### config.mk
export PLATFORM = sky130hd
export DESIGN_NAME = plc_link_control
export DESIGN_NICKNAME = d
export VERILOG_FILES = /design/src/hdl/plc_pkg.sv /design/src/hdl/plc_link_control.sv
export VERILOG_INCLUDE_DIRS = /design/src /design/src/hdl
export SDC_FILE = /design/constraint.sdc
export NUM_CORES = 1
export LEC_CHECK = 0
export ABC_CLOCK_PERIOD_IN_PS = 1600
export BUFFER_PORTS_ARGS = -buffer_cell sky130_fd_sc_hd__buf_2
export CAP_MARGIN = 20
export CORE_MARGIN = 3
export CORE_UTILIZATION = 25
export CTS_CLUSTER_SIZE = 40
export DETAILED_ROUTE_END_ITERATION = 6
export PLACE_DENSITY_LB_ADDON = 0.2
export SLEW_MARGIN = 30
export SYNTH_ARGS = -nofsm -noshare
export SYNTH_HDL_FRONTEND = slang
export SYNTH_SLANG_ARGS = --single-unit
### constraint.sdc
create_clock -name clk -period 1.6 [get_ports clk]
set_input_delay 0.32 -clock clk [delete_from_list [all_inputs] [get_ports clk]]
set_output_delay 0.32 -clock clk [all_outputs]
set_load 0.005 [all_outputs]
### src/hdl/plc_regs.svh
// register offsets, field positions, reset values and latency codes
`ifndef PLC_REGS_SVH
`define PLC_REGS_SVH
`define PLC_LINK_CONTROL_OFF   8'hb0
`define PLC_LINK_CONTROL_RST   16'h0000
`define PLC_EXT_SYNC_BIT       7
`define PLC_COMMON_CLK_BIT     6
`define PLC_RETRAIN_BIT        5
`define PLC_LINK_DISABLE_BIT   4
`define PLC_RCB_BIT            3
`define PLC_ASPM_LO            0
`define PLC_ASPM_HI            1
`define PLC_L0S_LAT_COMMON     3'h2
`define PLC_L0S_LAT_ASYNC      3'h4
`define PLC_L1_LAT_COMMON      3'h2
`define PLC_L1_LAT_ASYNC       3'h2
`endif

### src/hdl/plc_pkg.sv
// types for the link control register block
`default_nettype none
package plc_pkg;
	typedef enum logic [1:0]
	{
		PLC_ASPM_OFF = 2'h0,
		PLC_ASPM_L0S = 2'h1,
		PLC_ASPM_L1  = 2'h2,
		PLC_ASPM_ALL = 2'h3
	} plc_aspm_t;
endpackage : plc_pkg
`default_nettype wire

### src/hdl/plc_link_control.sv
// link control register with retrain, disable and aspm controls
// ---------------------------------------------------------------
// Summary of operation
// 16-bit register, resets to zero, bits 15:8 read zero.
// bit 7 extended sync is read-write; zero means standard sequence.
// bit 6 common clock is read-write; one means shared reference clock.
// common clock selects which exit latencies are reported.
// writing one to bit 5 sends the training machine to recovery.
// bit 5 always reads zero and clears itself.
// link disable bit disables link; clearing it retrains the link.
// link disable reads back the written value at once.
// bit 3 is hardwired zero, meaning 64-byte completion boundary.
// bits 1:0 select aspm: off, l0s, l1 only, or both.
// retrain write shows training pending until training completes.
// bit 2 and reserved bits read zero and ignore writes.
// ---------------------------------------------------------------
`include "plc_regs.svh"
`default_nettype none
module plc_link_control
	import plc_pkg::*;
(
	// clock and reset
	input  wire logic        clk,
	input  wire logic        rst,
	// configuration access, same clock domain
	input  wire logic [7:0]  cfgAddr,
	input  wire logic        cfgWrite,
	input  wire logic        cfgRead,
	input  wire logic [1:0]  cfgByteEn,
	input  wire logic [15:0] cfgWrData,
	output logic      [15:0] cfgRdData,
	// training state machine interface
	input  wire logic        trainActive,
	input  wire logic        trainDone,
	output logic             retrainReq,
	output logic             linkDisable,
	output logic             extSync,
	output logic             commonClk,
	output logic      [1:0]  aspmCtl,
	output logic             trainPending,
	output logic      [2:0]  l0sExitLat,
	output logic      [2:0]  l1ExitLat
);
	// -----------------------------------------------------------
	// register state
	// -----------------------------------------------------------
	logic       extSync_q, extSync_d;
	logic       commonClk_q, commonClk_d;
	logic       linkDisable_q, linkDisable_d;
	plc_aspm_t  aspm_q, aspm_d;
	logic       retrain_q, retrain_d;
	logic       pend_q, pend_d;
	logic       trainSync1_q, trainSync2_q;
	logic       doneSync1_q, doneSync2_q;
	// delayed copy of the synchronised active level, for its falling edge
	logic       trainPrev_q;
	logic       trainEnd;
	logic       wrHit, rdHit;
	logic       retrainWr;
	logic [15:0] rdVal_d, rdVal_q;

	// one decoder for both paths, so reads and writes cannot disagree
	function automatic logic hitsLinkCtl(input logic [7:0] addr);
		return addr == `PLC_LINK_CONTROL_OFF;
	endfunction : hitsLinkCtl

	assign wrHit = cfgWrite && hitsLinkCtl(cfgAddr) && cfgByteEn[0];
	assign rdHit = cfgRead && hitsLinkCtl(cfgAddr);
	assign retrainWr = wrHit && cfgWrData[`PLC_RETRAIN_BIT];
	// training counts as over only once it was seen active and has ended
	assign trainEnd = trainPrev_q && !trainSync2_q && doneSync2_q;

	// -----------------------------------------------------------
	// next values
	// -----------------------------------------------------------
	always_comb
	begin
		extSync_d     = extSync_q;
		commonClk_d   = commonClk_q;
		linkDisable_d = linkDisable_q;
		aspm_d        = aspm_q;
		// upper byte is reserved, so its lane is ignored
		if (wrHit)
		begin
			extSync_d     = cfgWrData[`PLC_EXT_SYNC_BIT];
			commonClk_d   = cfgWrData[`PLC_COMMON_CLK_BIT];
			linkDisable_d = cfgWrData[`PLC_LINK_DISABLE_BIT];
			aspm_d = plc_aspm_t'(cfgWrData[`PLC_ASPM_HI:`PLC_ASPM_LO]);
		end
		// retrain is a one-cycle pulse; a 1->0 on disable retrains too
		retrain_d = retrainWr
			|| (linkDisable_q && !linkDisable_d);
		// set wins over clear when a new request meets completion; a done
		// level left from an earlier training must not end a fresh request
		if (retrain_d)
			pend_d = 1'b1;
		else if (trainEnd)
			pend_d = 1'b0;
		else
			pend_d = pend_q;
		rdVal_d = 16'h0000;
		rdVal_d[`PLC_EXT_SYNC_BIT]     = extSync_q;
		rdVal_d[`PLC_COMMON_CLK_BIT]   = commonClk_q;
		rdVal_d[`PLC_RETRAIN_BIT]      = 1'b0;
		rdVal_d[`PLC_LINK_DISABLE_BIT] = linkDisable_q;
		rdVal_d[`PLC_RCB_BIT]          = 1'b0;
		rdVal_d[`PLC_ASPM_HI:`PLC_ASPM_LO] = aspm_q;
		if (!rdHit)
			rdVal_d = 16'h0000;
	end

	// -----------------------------------------------------------
	// registers
	// -----------------------------------------------------------
	always_ff @(posedge clk)
	begin
		if (rst)
		begin
			extSync_q     <= 1'b0;
			commonClk_q   <= 1'b0;
			linkDisable_q <= 1'b0;
			aspm_q        <= PLC_ASPM_OFF;
			retrain_q     <= 1'b0;
			pend_q        <= 1'b0;
			rdVal_q       <= `PLC_LINK_CONTROL_RST;
			trainSync1_q  <= 1'b0;
			trainSync2_q  <= 1'b0;
			doneSync1_q   <= 1'b0;
			doneSync2_q   <= 1'b0;
			trainPrev_q   <= 1'b0;
		end
		else
		begin
			extSync_q     <= extSync_d;
			commonClk_q   <= commonClk_d;
			linkDisable_q <= linkDisable_d;
			aspm_q        <= aspm_d;
			retrain_q     <= retrain_d;
			pend_q        <= pend_d;
			rdVal_q       <= rdVal_d;
			// training status comes from the link side, so synchronise
			trainSync1_q  <= trainActive;
			trainSync2_q  <= trainSync1_q;
			doneSync1_q   <= trainDone;
			doneSync2_q   <= doneSync1_q;
			trainPrev_q   <= trainSync2_q;
		end
	end

	// -----------------------------------------------------------
	// outputs
	// -----------------------------------------------------------
	assign cfgRdData    = rdVal_q;
	assign retrainReq   = retrain_q;
	assign linkDisable  = linkDisable_q;
	assign extSync      = extSync_q;
	assign commonClk    = commonClk_q;
	assign aspmCtl      = aspm_q;
	assign trainPending = pend_q || trainSync2_q;
	// async clocks need the longer l0s exit latency
	assign l0sExitLat = commonClk_q ? `PLC_L0S_LAT_COMMON
		: `PLC_L0S_LAT_ASYNC;
	assign l1ExitLat  = commonClk_q ? `PLC_L1_LAT_COMMON
		: `PLC_L1_LAT_ASYNC;
endmodule : plc_link_control
`default_nettype wire

# After elaboration in Yosys (flattened, before gate mapping)
# Cells that the tools add are included.
# totals
reg_bits,28
in_bits,32
out_inout_bits,29
wordCells,32
# classes
n_eq_ne,1
n_mux,4
n_bitwise,1
reduce_logical,13
# op_table
cell,n
$eq 8x8->1 const B,1
$logic_and 1x1->1,7
$mux 1,3
$mux 3,1
$logic_not 1->1,2
$logic_or 1x1->1,2
$reduce_bool 2->1,1
$reduce_or 2->1,1
$not 1->1,1

# Depth between registers and ports, before layout
# Gate-level depths: netlist of the first run.
# depth
word_depth,8
mapped_depth,4

# Worst setup path before layout of the first run
# No wires, ideal clock.
# synth_path
path_type,input port to flip-flop
start,in cfgAddr[6]
end,reg aspm_q[0] (netlist: aspmCtl[0])
setup_ps,72
arrival_time_ps,1418
required_ps,1528
slack_ps,110
stages,3
path_buffers,0
path_cell_list,or4b_4 -> nor3_4 -> mux2i_1
# synth_between
elab_chain_cells,3
# synth_rtl
item,line,source
"start, declared",plc_link_control.sv:26,"input wire logic [7:0] cfgAddr,"
$eq 8x8->1 (no line),n/a,
$logic_and 1x1->1 (2 in a row),plc_link_control.sv:67,assign wrHit = cfgWrite && hitsLinkCtl(cfgAddr) && cfgByteEn[0];
"end signal, assigned",plc_link_control.sv:137,aspm_q <= aspm_d;
"end, declared",plc_link_control.sv:50,"plc_aspm_t aspm_q, aspm_d;"
# Every way passes these cells.
# A chain may end at the register's enable or synchronous reset.

# Final worst setup path of the first run
# layout_path
start,in cfgAddr[6]
end,reg linkDisable_q (netlist: linkDisable)
# layout_between
elab_chain_cells,4
# layout_rtl
item,line,source
$eq 8x8->1 (no line),n/a,
$logic_and 1x1->1 (2 in a row),plc_link_control.sv:67,
$mux 1,plc_link_control.sv:83,if (wrHit)
"end signal, assigned",plc_link_control.sv:136,linkDisable_q <= linkDisable_d;
"end, declared",plc_link_control.sv:49,"logic linkDisable_q, linkDisable_d;"
# Every way passes these cells.

==> impl_results.md, run 1 <==
* Status: complete, no violations
* Commonest non-fill, non-tap cell in the layout: buf_2
* TritonCTS clock tree: yes
* Fraction of power consumed by the clock network at 0.308
* Clk Tree Root Cell: clkbuf_4
* Min cycle time layout at 1.34 ns
* Cell internal pwr at between 0.5 and 0.6 mW
* Number of remaining DRC errors at 0
* Clock Pin Slew Worst Setup and Hold Paths at around 0.080 ns
* Nature of the critical path startpoint: primary input
* Category of the worst setup path capture point: flip-flop
* Antenna-violating nets left at 0
* Area after detailed placement at slightly below 900 um2
* Average wire length per cell after detail routing at roughly 9.4 um
* Most frequent cells in the layout: buf_2 (34), dfxtp_1 (17), conb_1 (15), nand2_1 (11)
* Top-area cell type share of the netlist area at 0.464
* Arrival time at the worst endpoint at approximately 1.6 ns
* Worst hold-check slack at between 0.2 and 0.3 ns
* Last weighted congestion value of the routability-driven placer at 0.649
* Distinct cells, synth at 17
* Setup crit end: linkDisable
* Register-to-register path setup slack at approximately 0.67 ns
* Total leakage power at ~0.46 nW
* DIE AREA at ~0.0036 mm2
* Antenna fix cells at 0
* Fraction of the yosys area taken by sequential cells at 0.464
* Post-route cell area at slightly above 900 um2
* Via count of the first global-routing pass at approximately 440
* Fill cell count at approximately 300
* Fraction of power consumed by combinational cells at 0.079
* Post-Syn Instances at 74
* Clock Sinks at 17
* R2R Path End: pend_q
* Number of placement rows at 19
* Total power at roughly 0.70 mW
* Post-CTS resize count at 0
* Reg-to-reg critical path startpoint: linkDisable
* Number of placed I/O pins at between 60 and 70
* Net count of the finished layout at approximately 140
* Worst VDD drop at 415 uV
* Signed area change from the synthesized netlist to the final layout at 25.6%
* Wire length reported by the detailed router at approximately 1300 um
* Post-synth top area cell: dfxtp_1
* HP Class: primary input to flip-flop
* Core area at about 0.0028 mm2
* CTS buffer count at 3
* Initial core utilization at 0.264
* IO buf count at 34
* Largest cells by area after synthesis: dfxtp_1 (46%), buf_4 (16%), mux2i_1 (6.8%)
* Share of the cycle needed by the critical path after routing at 0.838
* Switching power at around 0.15 mW
* All-layer global routing usage at 0.0729
* First drt pass iteration count at 4
* Layout Utilization at 0.331
* TNS Setup at 0 ns
* RSZ-0062 raised after global routing: no
* Overall overflow remaining after global route at 0
* Wire length of the first global-routing pass at 1870 um
* Area of the mapped netlist at 733 um2
* Post-synthesis area per instance at roughly 9.9 um2
* Worst skew pair latency at 0.28 ns
* Final worst clock skew at between 0.009 and 0.01 ns
* Final setup violation count at 0
* Switching share of total power at 0.212
* Part of the total power dissipated in sequential elements at 0.613
* Detailed-route vias per instance at about 3.9
* Maximum number of pins on one net before global-route repair at 13
* Critical setup path kind: primary input to flip-flop
* Hold_buf cts at 0
* Achievable clock frequency at roughly 750 MHz
* Number of maximum-capacitance violations at 0
* Number of cells on the worst reg-to-reg path at 3
* Place WS at -0.0202 ns
* Die boundary height at 60.2 um
* Power Density at about 760 mW/mm2
* Worst EP required at between 1.5 and 2 ns
* Warnings, synthesis at 0
* Post-CTS Repair Setup Buffers at 0
* Number of antenna violations at the first check in global routing at 0
* Clock Path Buffers at 2
* Final Instance Count excl. Fillers at 141
* Routed vias at 550
* HPWL after DPL at roughly 1100 um
* Final Slew Violations at 0
* Hold path startpoint: trainActive
* Fraction of layout instances using a drive strength above 1 at 0.391
* Final hold vios at 0
* Number of DRC markers after the initial detailed-route iteration at 8
* Die width at about 60 um
* Flip-flop and latch count after synthesis at 17
* Worst setup margin at 0.259 ns
* Crit-path max FO at 7
* Cells after DPL at approximately 140
* Critical Path Start: cfgAddr[6]
* Level count of the clock H-tree at 1
power by group through the flow:
stage	Combinational, mW	Clock [mW]	Sequential, mW
6_report	0.0554	0.216	0.430
4_1_cts	0.0558	0.227	0.430
5_1_grt	0.0631	0.246	0.430
3_5_place_dp	0.0556	0	0.440
3_3_place_gp	0.0546	0	0.439
2_1_floorplan	0.0529	0	0.439
area by class of cell:
class	count	area, um2	share of cell area
repair buffers	36	198	0.215
multi-input cells	51	310	0.337
clock buffers	4	26.3	0.0285
flip-flops and latches	17	340	0.370
well taps	31	38.8	0.0421
inverters	2	7.51	0.00815
cell families after synthesis:
kind of cell	after synthesis	synth area share
simple gates	29	0.254
buf+inv	19	0.179
flops	17	0.464
mux	5	0.0683
compound gates	2	0.0239
other cells	2	0.0102
worst min path at each step:
stage | end | slack [ns] | depth (start not counted)
detailed placement | trainSync2_q | 0.43 | 1
CTS | trainSync1_q | 0.25 | 2
global route | commonClk | 0.26 | 3
global placement | trainSync2_q | 0.42 | 1
finish | trainSync1_q | 0.25 | 2
floorplan | doneSync1_q | 0.39 | 1
critical path: stages:
cell and delay, ns:
buf_2 0.10, or4b_4 0.56, nor3_4 0.24, buf_12 0.15, mux2i_1 0.17
cell usage after synthesis:
library cell and number:
o21a_1 1, mux2i_1 5, nor3_4 1, nand4bb_1 1, nor2b_1 6, and2_1 6, buf_4 16, nand2_1 11
clkbuf_1 1, a32o_1 1, conb_1 2, or4b_4 1, nand3b_1 1, nor4b_2 1, or2_2 1, inv_1 2
dfxtp_1 17
per-layer routing:
| layer | wire [um] | global-route usage | vias up |
|---|---|---|---|
| li1 | - | - | 278 |
| met1 | 498 | 0.0814 | 235 |
| met2 | 589 | 0.113 | 35 |
| met3 | 219 | 0.0173 | 2 |
| met4 | 25 | 0.0665 | 0 |
| met5 | 0 | 0 | - |
flip-flops by register name (all words and copies together), names as in the netlist:
signal and count:
linkDisable 1, retrainReq 1, trainSync1_q 1, aspmCtl 2, commonClk 1, cfgRdData 5
trainSync2_q 1, trainPrev_q 1, pend_q 1, doneSync1_q 1, extSync 1, doneSync2_q 1
Power figures use the tool's default switching activity.
==> inputs of run 2 (changes only) <==
--- a/config.mk
+++ b/config.mk
@@ -6,7 +6,7 @@
 export SDC_FILE = /design/constraint.sdc
 export NUM_CORES = 1
 export LEC_CHECK = 0
-export ABC_CLOCK_PERIOD_IN_PS = 1600
+export ABC_CLOCK_PERIOD_IN_PS = 1300
 export BUFFER_PORTS_ARGS = -buffer_cell sky130_fd_sc_hd__buf_2
 export CAP_MARGIN = 20
 export CORE_MARGIN = 3
==> constraint.sdc (replaced) <==
create_clock -name clk -period 1.3 [get_ports clk]
set_input_delay 0.26 -clock clk [delete_from_list [all_inputs] [get_ports clk]]
set_output_delay 0.26 -clock clk [all_outputs]
set_load 0.005 [all_outputs]
==> impl_results.md, run 2 (synthesized netlist as in run 1, its figures left out) <==
* Status: complete, no violations
* TritonCTS clock tree: yes
* Crit-path max FO at 2
* Category of the worst setup path capture point: primary output
* Fraction of layout instances using a drive strength above 1 at 0.396
* Post-CTS Repair Setup Buffers at 0
* Final worst clock skew at just over 0.0007 ns
* Initial core utilization at 0.264
* Clock Path Buffers at 2
* DIE AREA at between 0.003 and 0.004 mm2
* CP peak stage delay at roughly 0.31 ns
* First drt pass iteration count at 3
* Number of maximum-capacitance violations at 0
* TNS Setup at 0 ns
* Post-route cell area at 916 um2
* Achievable clock frequency at around 800 MHz
* Worst EP required at around 1.0 ns
* Min cycle time layout at 1.25 ns
* Cell depth of the worst setup path at 2
* HPWL after DPL at 1130 um
* All-layer global routing usage at 0.0703
* Fill cell count at 310
* Average wire length per cell after detail routing at just over 9 um
* Number of remaining DRC errors at 0
* Worst skew pair latency at 0.28 ns
* Antenna-violating nets left at 0
* Signed area change from the synthesized netlist to the final layout at 24.9%
* Total leakage power at 0.463 nW
* Cells after DPL at roughly 140
* Net count of the finished layout at ~140
* Final hold vios at 0
* Share of the cycle needed by the critical path after routing at 0.960
* Worst VDD drop at approximately 330 uV
* Area after detailed placement at 890 um2
* Hold path startpoint: trainActive
* CTS buffer count at 3
* Maximum number of pins on one net before global-route repair at 13
* Number of antenna violations at the first check in global routing at 0
* Antenna fix cells at 0
* Wire length of the first global-routing pass at ~1900 um
* Hold_buf cts at 0
* Place WS at -0.227 ns
* Flip-flop count of the largest register, all copies and words added at 5
* Via count of the first global-routing pass at roughly 430
* Number of placement rows at 19
* Routed vias at around 540
* Critical setup path kind: flip-flop to primary output
* Die width at approximately 60 um
* Clock Sinks at 17
* Core area at 0.00278 mm2
* Final Instance Count excl. Fillers at 142
* Arrival time at the worst endpoint at between 0.9 and 1 ns
* IO buf count at 34
* Clk Tree Root Cell: clkbuf_4
* Overall overflow remaining after global route at 0
* RSZ-0062 raised after global routing: no
* Reg-to-reg critical path startpoint: linkDisable
* Critical path's slowest cell: dfxtp_1
* Cell depth of the worst hold path at 2
* Final Slew Violations at 0
* Total power at ~0.86 mW
* Final setup violation count at 0
* Commonest non-fill, non-tap cell in the layout: buf_2
* Layout Utilization at 0.329
* Level count of the clock H-tree at 1
* Wire length reported by the detailed router at between 1000 and 1500 um
* Number of cells on the worst reg-to-reg path at 3
* Buf+Inv Stages, Crit Path at 1
* Number of DRC markers after the initial detailed-route iteration at 16
* Die boundary height at 60.2 um
* Number of placed I/O pins at between 60 and 70
* Power Density at 941 mW/mm2
* Last weighted congestion value of the routability-driven placer at 0.578
* Worst path top cell family by delay: flip-flops
* Post-CTS resize count at 0
* Worst hold-check slack at 0.195 ns
* Worst-path cell chain: or2_2, buf_2
* Critical Path Start: pend_q
* Worst setup margin at 0.0522 ns
* HP Class: primary input to flip-flop
* Most frequent cells in the layout: buf_2 (34), dfxtp_1 (17), conb_1 (15), nand2_1 (11)
* Clock Pin Slew Worst Setup and Hold Paths at 0.09 ns
* Nature of the critical path startpoint: flip-flop
* Detailed-route vias per instance at 3.82
==> run 2: cell count changes in the layout (fill, tap and decap cells not counted) <==
cell,previous run,this run
buf_4,1,3
buf_12,1,0
==> run 2: final timing paths <==
check,endpoint,slack (ns)
max,trainPending,0.05
max reg2reg,pend_q,0.38
min reg2reg,doneSync2_q,0.44
min,trainSync1_q,0.20
==> run 2: worst reg2reg max path: stages (launching register included) <==
cell     delay, ns
dfxtp_1       0.34
nor2b_1       0.13
o21a_1        0.17
a32o_1        0.19
==> run 2: metal layers <==
layer,global-route usage,wire length (um),part of all wire,vias up
li1,-,-,-,277
met1,0.0763,519,0.39,229
met2,0.110,557,0.42,34
met3,0.0302,228,0.17,2
met4,0.0475,21,0.016,0
met5,0,0,0,-
==> run 2: final cells by class <==
| cell class | instances | area (um2) | share of cell area |
|---|---|---|---|
| sequential | 17 | 340 | 0.372 |
| multi-input combinational | 51 | 310 | 0.339 |
| timing repair buffer | 37 | 193 | 0.210 |
| tap | 31 | 38.8 | 0.0423 |
| clock buffer | 4 | 26.3 | 0.0287 |
| inverter | 2 | 7.51 | 0.00820 |
==> run 2: power breakdown <==
| part | total (mW) | leakage, nW | internal, mW | switching, mW |
|---|---|---|---|---|
| Combinational | 0.0686 | 0.310 | 0.0334 | 0.0352 |
| Clock | 0.264 | 0.0150 | 0.119 | 0.145 |
| Sequential | 0.529 | 0.138 | 0.527 | 0.00173 |
==> inputs of run 3 (changes only) <==
--- a/config.mk
+++ b/config.mk
@@ -7,7 +7,7 @@
 export NUM_CORES = 1
 export LEC_CHECK = 0
 export ABC_CLOCK_PERIOD_IN_PS = 1300
-export BUFFER_PORTS_ARGS = -buffer_cell sky130_fd_sc_hd__buf_2
+export BUFFER_PORTS_ARGS = -buffer_cell sky130_fd_sc_hd__clkbuf_2
 export CAP_MARGIN = 20
 export CORE_MARGIN = 3
 export CORE_UTILIZATION = 25
==> impl_results.md, run 3 (synthesized netlist as in run 1, its figures left out) <==
* Clock Sinks at 17
* Antenna fix cells at 0
* Die width at 60.2 um
* Min cycle time layout at between 1 and 1.5 ns
* Commonest non-fill, non-tap cell in the layout: clkbuf_2
* Number of antenna violations at the first check in global routing at 0
* Wire length of the first global-routing pass at 1860 um
* Final worst clock skew at between 0.0015 and 0.002 ns
* CP peak stage delay at slightly above 0.3 ns
* Number of cells on the worst reg-to-reg path at 3
* Worst EP required at about 1.0 ns
* Via count of the first global-routing pass at between 400 and 500
* Net count of the finished layout at approximately 140
* CTS buffer count at 3
* Register-to-register path setup slack at between 0.3 and 0.4 ns
* Reg-to-reg critical path startpoint: linkDisable
* Maximum number of pins on one net before global-route repair at 13
* Die boundary height at ~60 um
* Share of the cycle needed by the critical path after routing at 0.955
* Power Density at 941 mW/mm2
* Layout Utilization at 0.329
* Number of placed I/O pins at 61
* Worst VDD drop at between 400 and 500 uV
* Antenna-violating nets left at 0
* Area after detailed placement at ~900 um2
* DIE AREA at around 0.0036 mm2
* Signed area change from the synthesized netlist to the final layout at 24.9%
* Critical path's slowest cell: dfxtp_1
* Level count of the clock H-tree at 1
* R2R Path End: pend_q
* Worst-path cell chain: or2_2, clkbuf_2
* TritonCTS clock tree: yes
* Last weighted congestion value of the routability-driven placer at around 0.57
* Arrival time at the worst endpoint at a little under 1 ns
* Nature of the critical path startpoint: flip-flop
* First drt pass iteration count at 4
* Crit-path max FO at 2
* Fill cell count at 299
* Clock Path Buffers at 2
* Clock Pin Slew Worst Setup and Hold Paths at about 0.090 ns
* IO buf count at 34
* Status: complete, no violations
* HP Class: primary input to flip-flop
* Category of the worst setup path capture point: primary output
* Clk Tree Root Cell: clkbuf_4
* Post-route cell area at ~920 um2
* HPWL after DPL at between 1000 and 1500 um
* Average wire length per cell after detail routing at slightly above 9 um
* Cell depth of the worst hold path at 2
* Worst skew pair latency at between 0.2 and 0.3 ns
* Core area at 0.00278 mm2
* Wire length reported by the detailed router at 1320 um
* Worst hold-check slack at ~0.19 ns
* Number of maximum-capacitance violations at 0
* Number of DRC markers after the initial detailed-route iteration at 8
* Post-CTS resize count at 0
* Detailed-route vias per instance at 3.79
* Fraction of layout instances using a drive strength above 1 at 0.396
* Routed vias at between 500 and 600
* Flip-flop count of the largest register, all copies and words added at 5
* Hold path startpoint: trainActive
* Number of remaining DRC errors at 0
* Critical setup path kind: flip-flop to primary output
* Overall overflow remaining after global route at 0
* Final Slew Violations at 0
* Hold_buf cts at 0
* Final hold vios at 0
* RSZ-0062 raised after global routing: no
* Post-CTS Repair Setup Buffers at 0
* All-layer global routing usage at 0.0733
* Critical Path Start: pend_q
* Number of placement rows at 19
* Initial core utilization at 0.264
* Final setup violation count at 0
* Most frequent cells in the layout: clkbuf_2 (34), dfxtp_1 (17), conb_1 (15), nand2_1 (11)
* Setup crit end: trainPending
* Total leakage power at 0.456 nW
* Achievable clock frequency at roughly 810 MHz
[run 3: cell types whose count changed in the layout (fill, tap and decap cells not counted)]
cell | before | now
buf_2 | 34 | 0
clkbuf_2 | 0 | 34
[run 3: worst min path at each step]
stage,end,slack [ns]
floorplan,doneSync1_q,0.33
global placement,trainSync2_q,0.42
detailed placement,doneSync2_q,0.43
CTS,doneSync1_q,0.18
global route,doneSync1_q,0.17
finish,trainSync1_q,0.19
[run 3: routing by layer]
metal | routed length, um | global-route usage
met5 | 0 | 0
met4 | 21 | 0.0665
met3 | 208 | 0.0216
met2 | 550 | 0.103
met1 | 543 | 0.0876
[run 3: cell type report]
type                            instances  area, um2  share of cell area
Timing Repair Buffer                   37        193               0.210
Sequential cell                        17        340               0.372
Inverter                                2       7.51             0.00820
Clock buffer                            4       26.3              0.0287
Multi-Input combinational cell         51        310               0.339
Tap cell                               31       38.8              0.0423
[run 3: report_power, final]
part | total [mW] | switching, mW | internal, mW
combinational | 0.0683 | 0.0348 | 0.0335
sequential | 0.529 | 0.00170 | 0.527
clock | 0.265 | 0.146 | 0.119
[run 3: stage by stage]
| step | setup WS [ns] | cells | setup TNS, ns | total power, mW |
|---|---|---|---|---|
| 4_1_cts | 0.0370 | 142 | 0 | 0.877 |
| 2_1_floorplan | -0.0612 | 87 | -0.599 | 0.606 |
| 5_1_grt | 0.0109 | 142 | 0 | 0.926 |
| 3_5_place_dp | -0.218 | 138 | -1.96 | 0.609 |
| 6_report | 0.0591 | 142 | 0 | 0.862 |
| 3_3_place_gp | -0.199 | 138 | -1.82 | 0.608 |
[run 3: critical path: cells and delay by family (launching register included)]
family,cells,cell delay (ns)
buf+inv,1,0.11
simple gates,1,0.28
flops,1,0.31
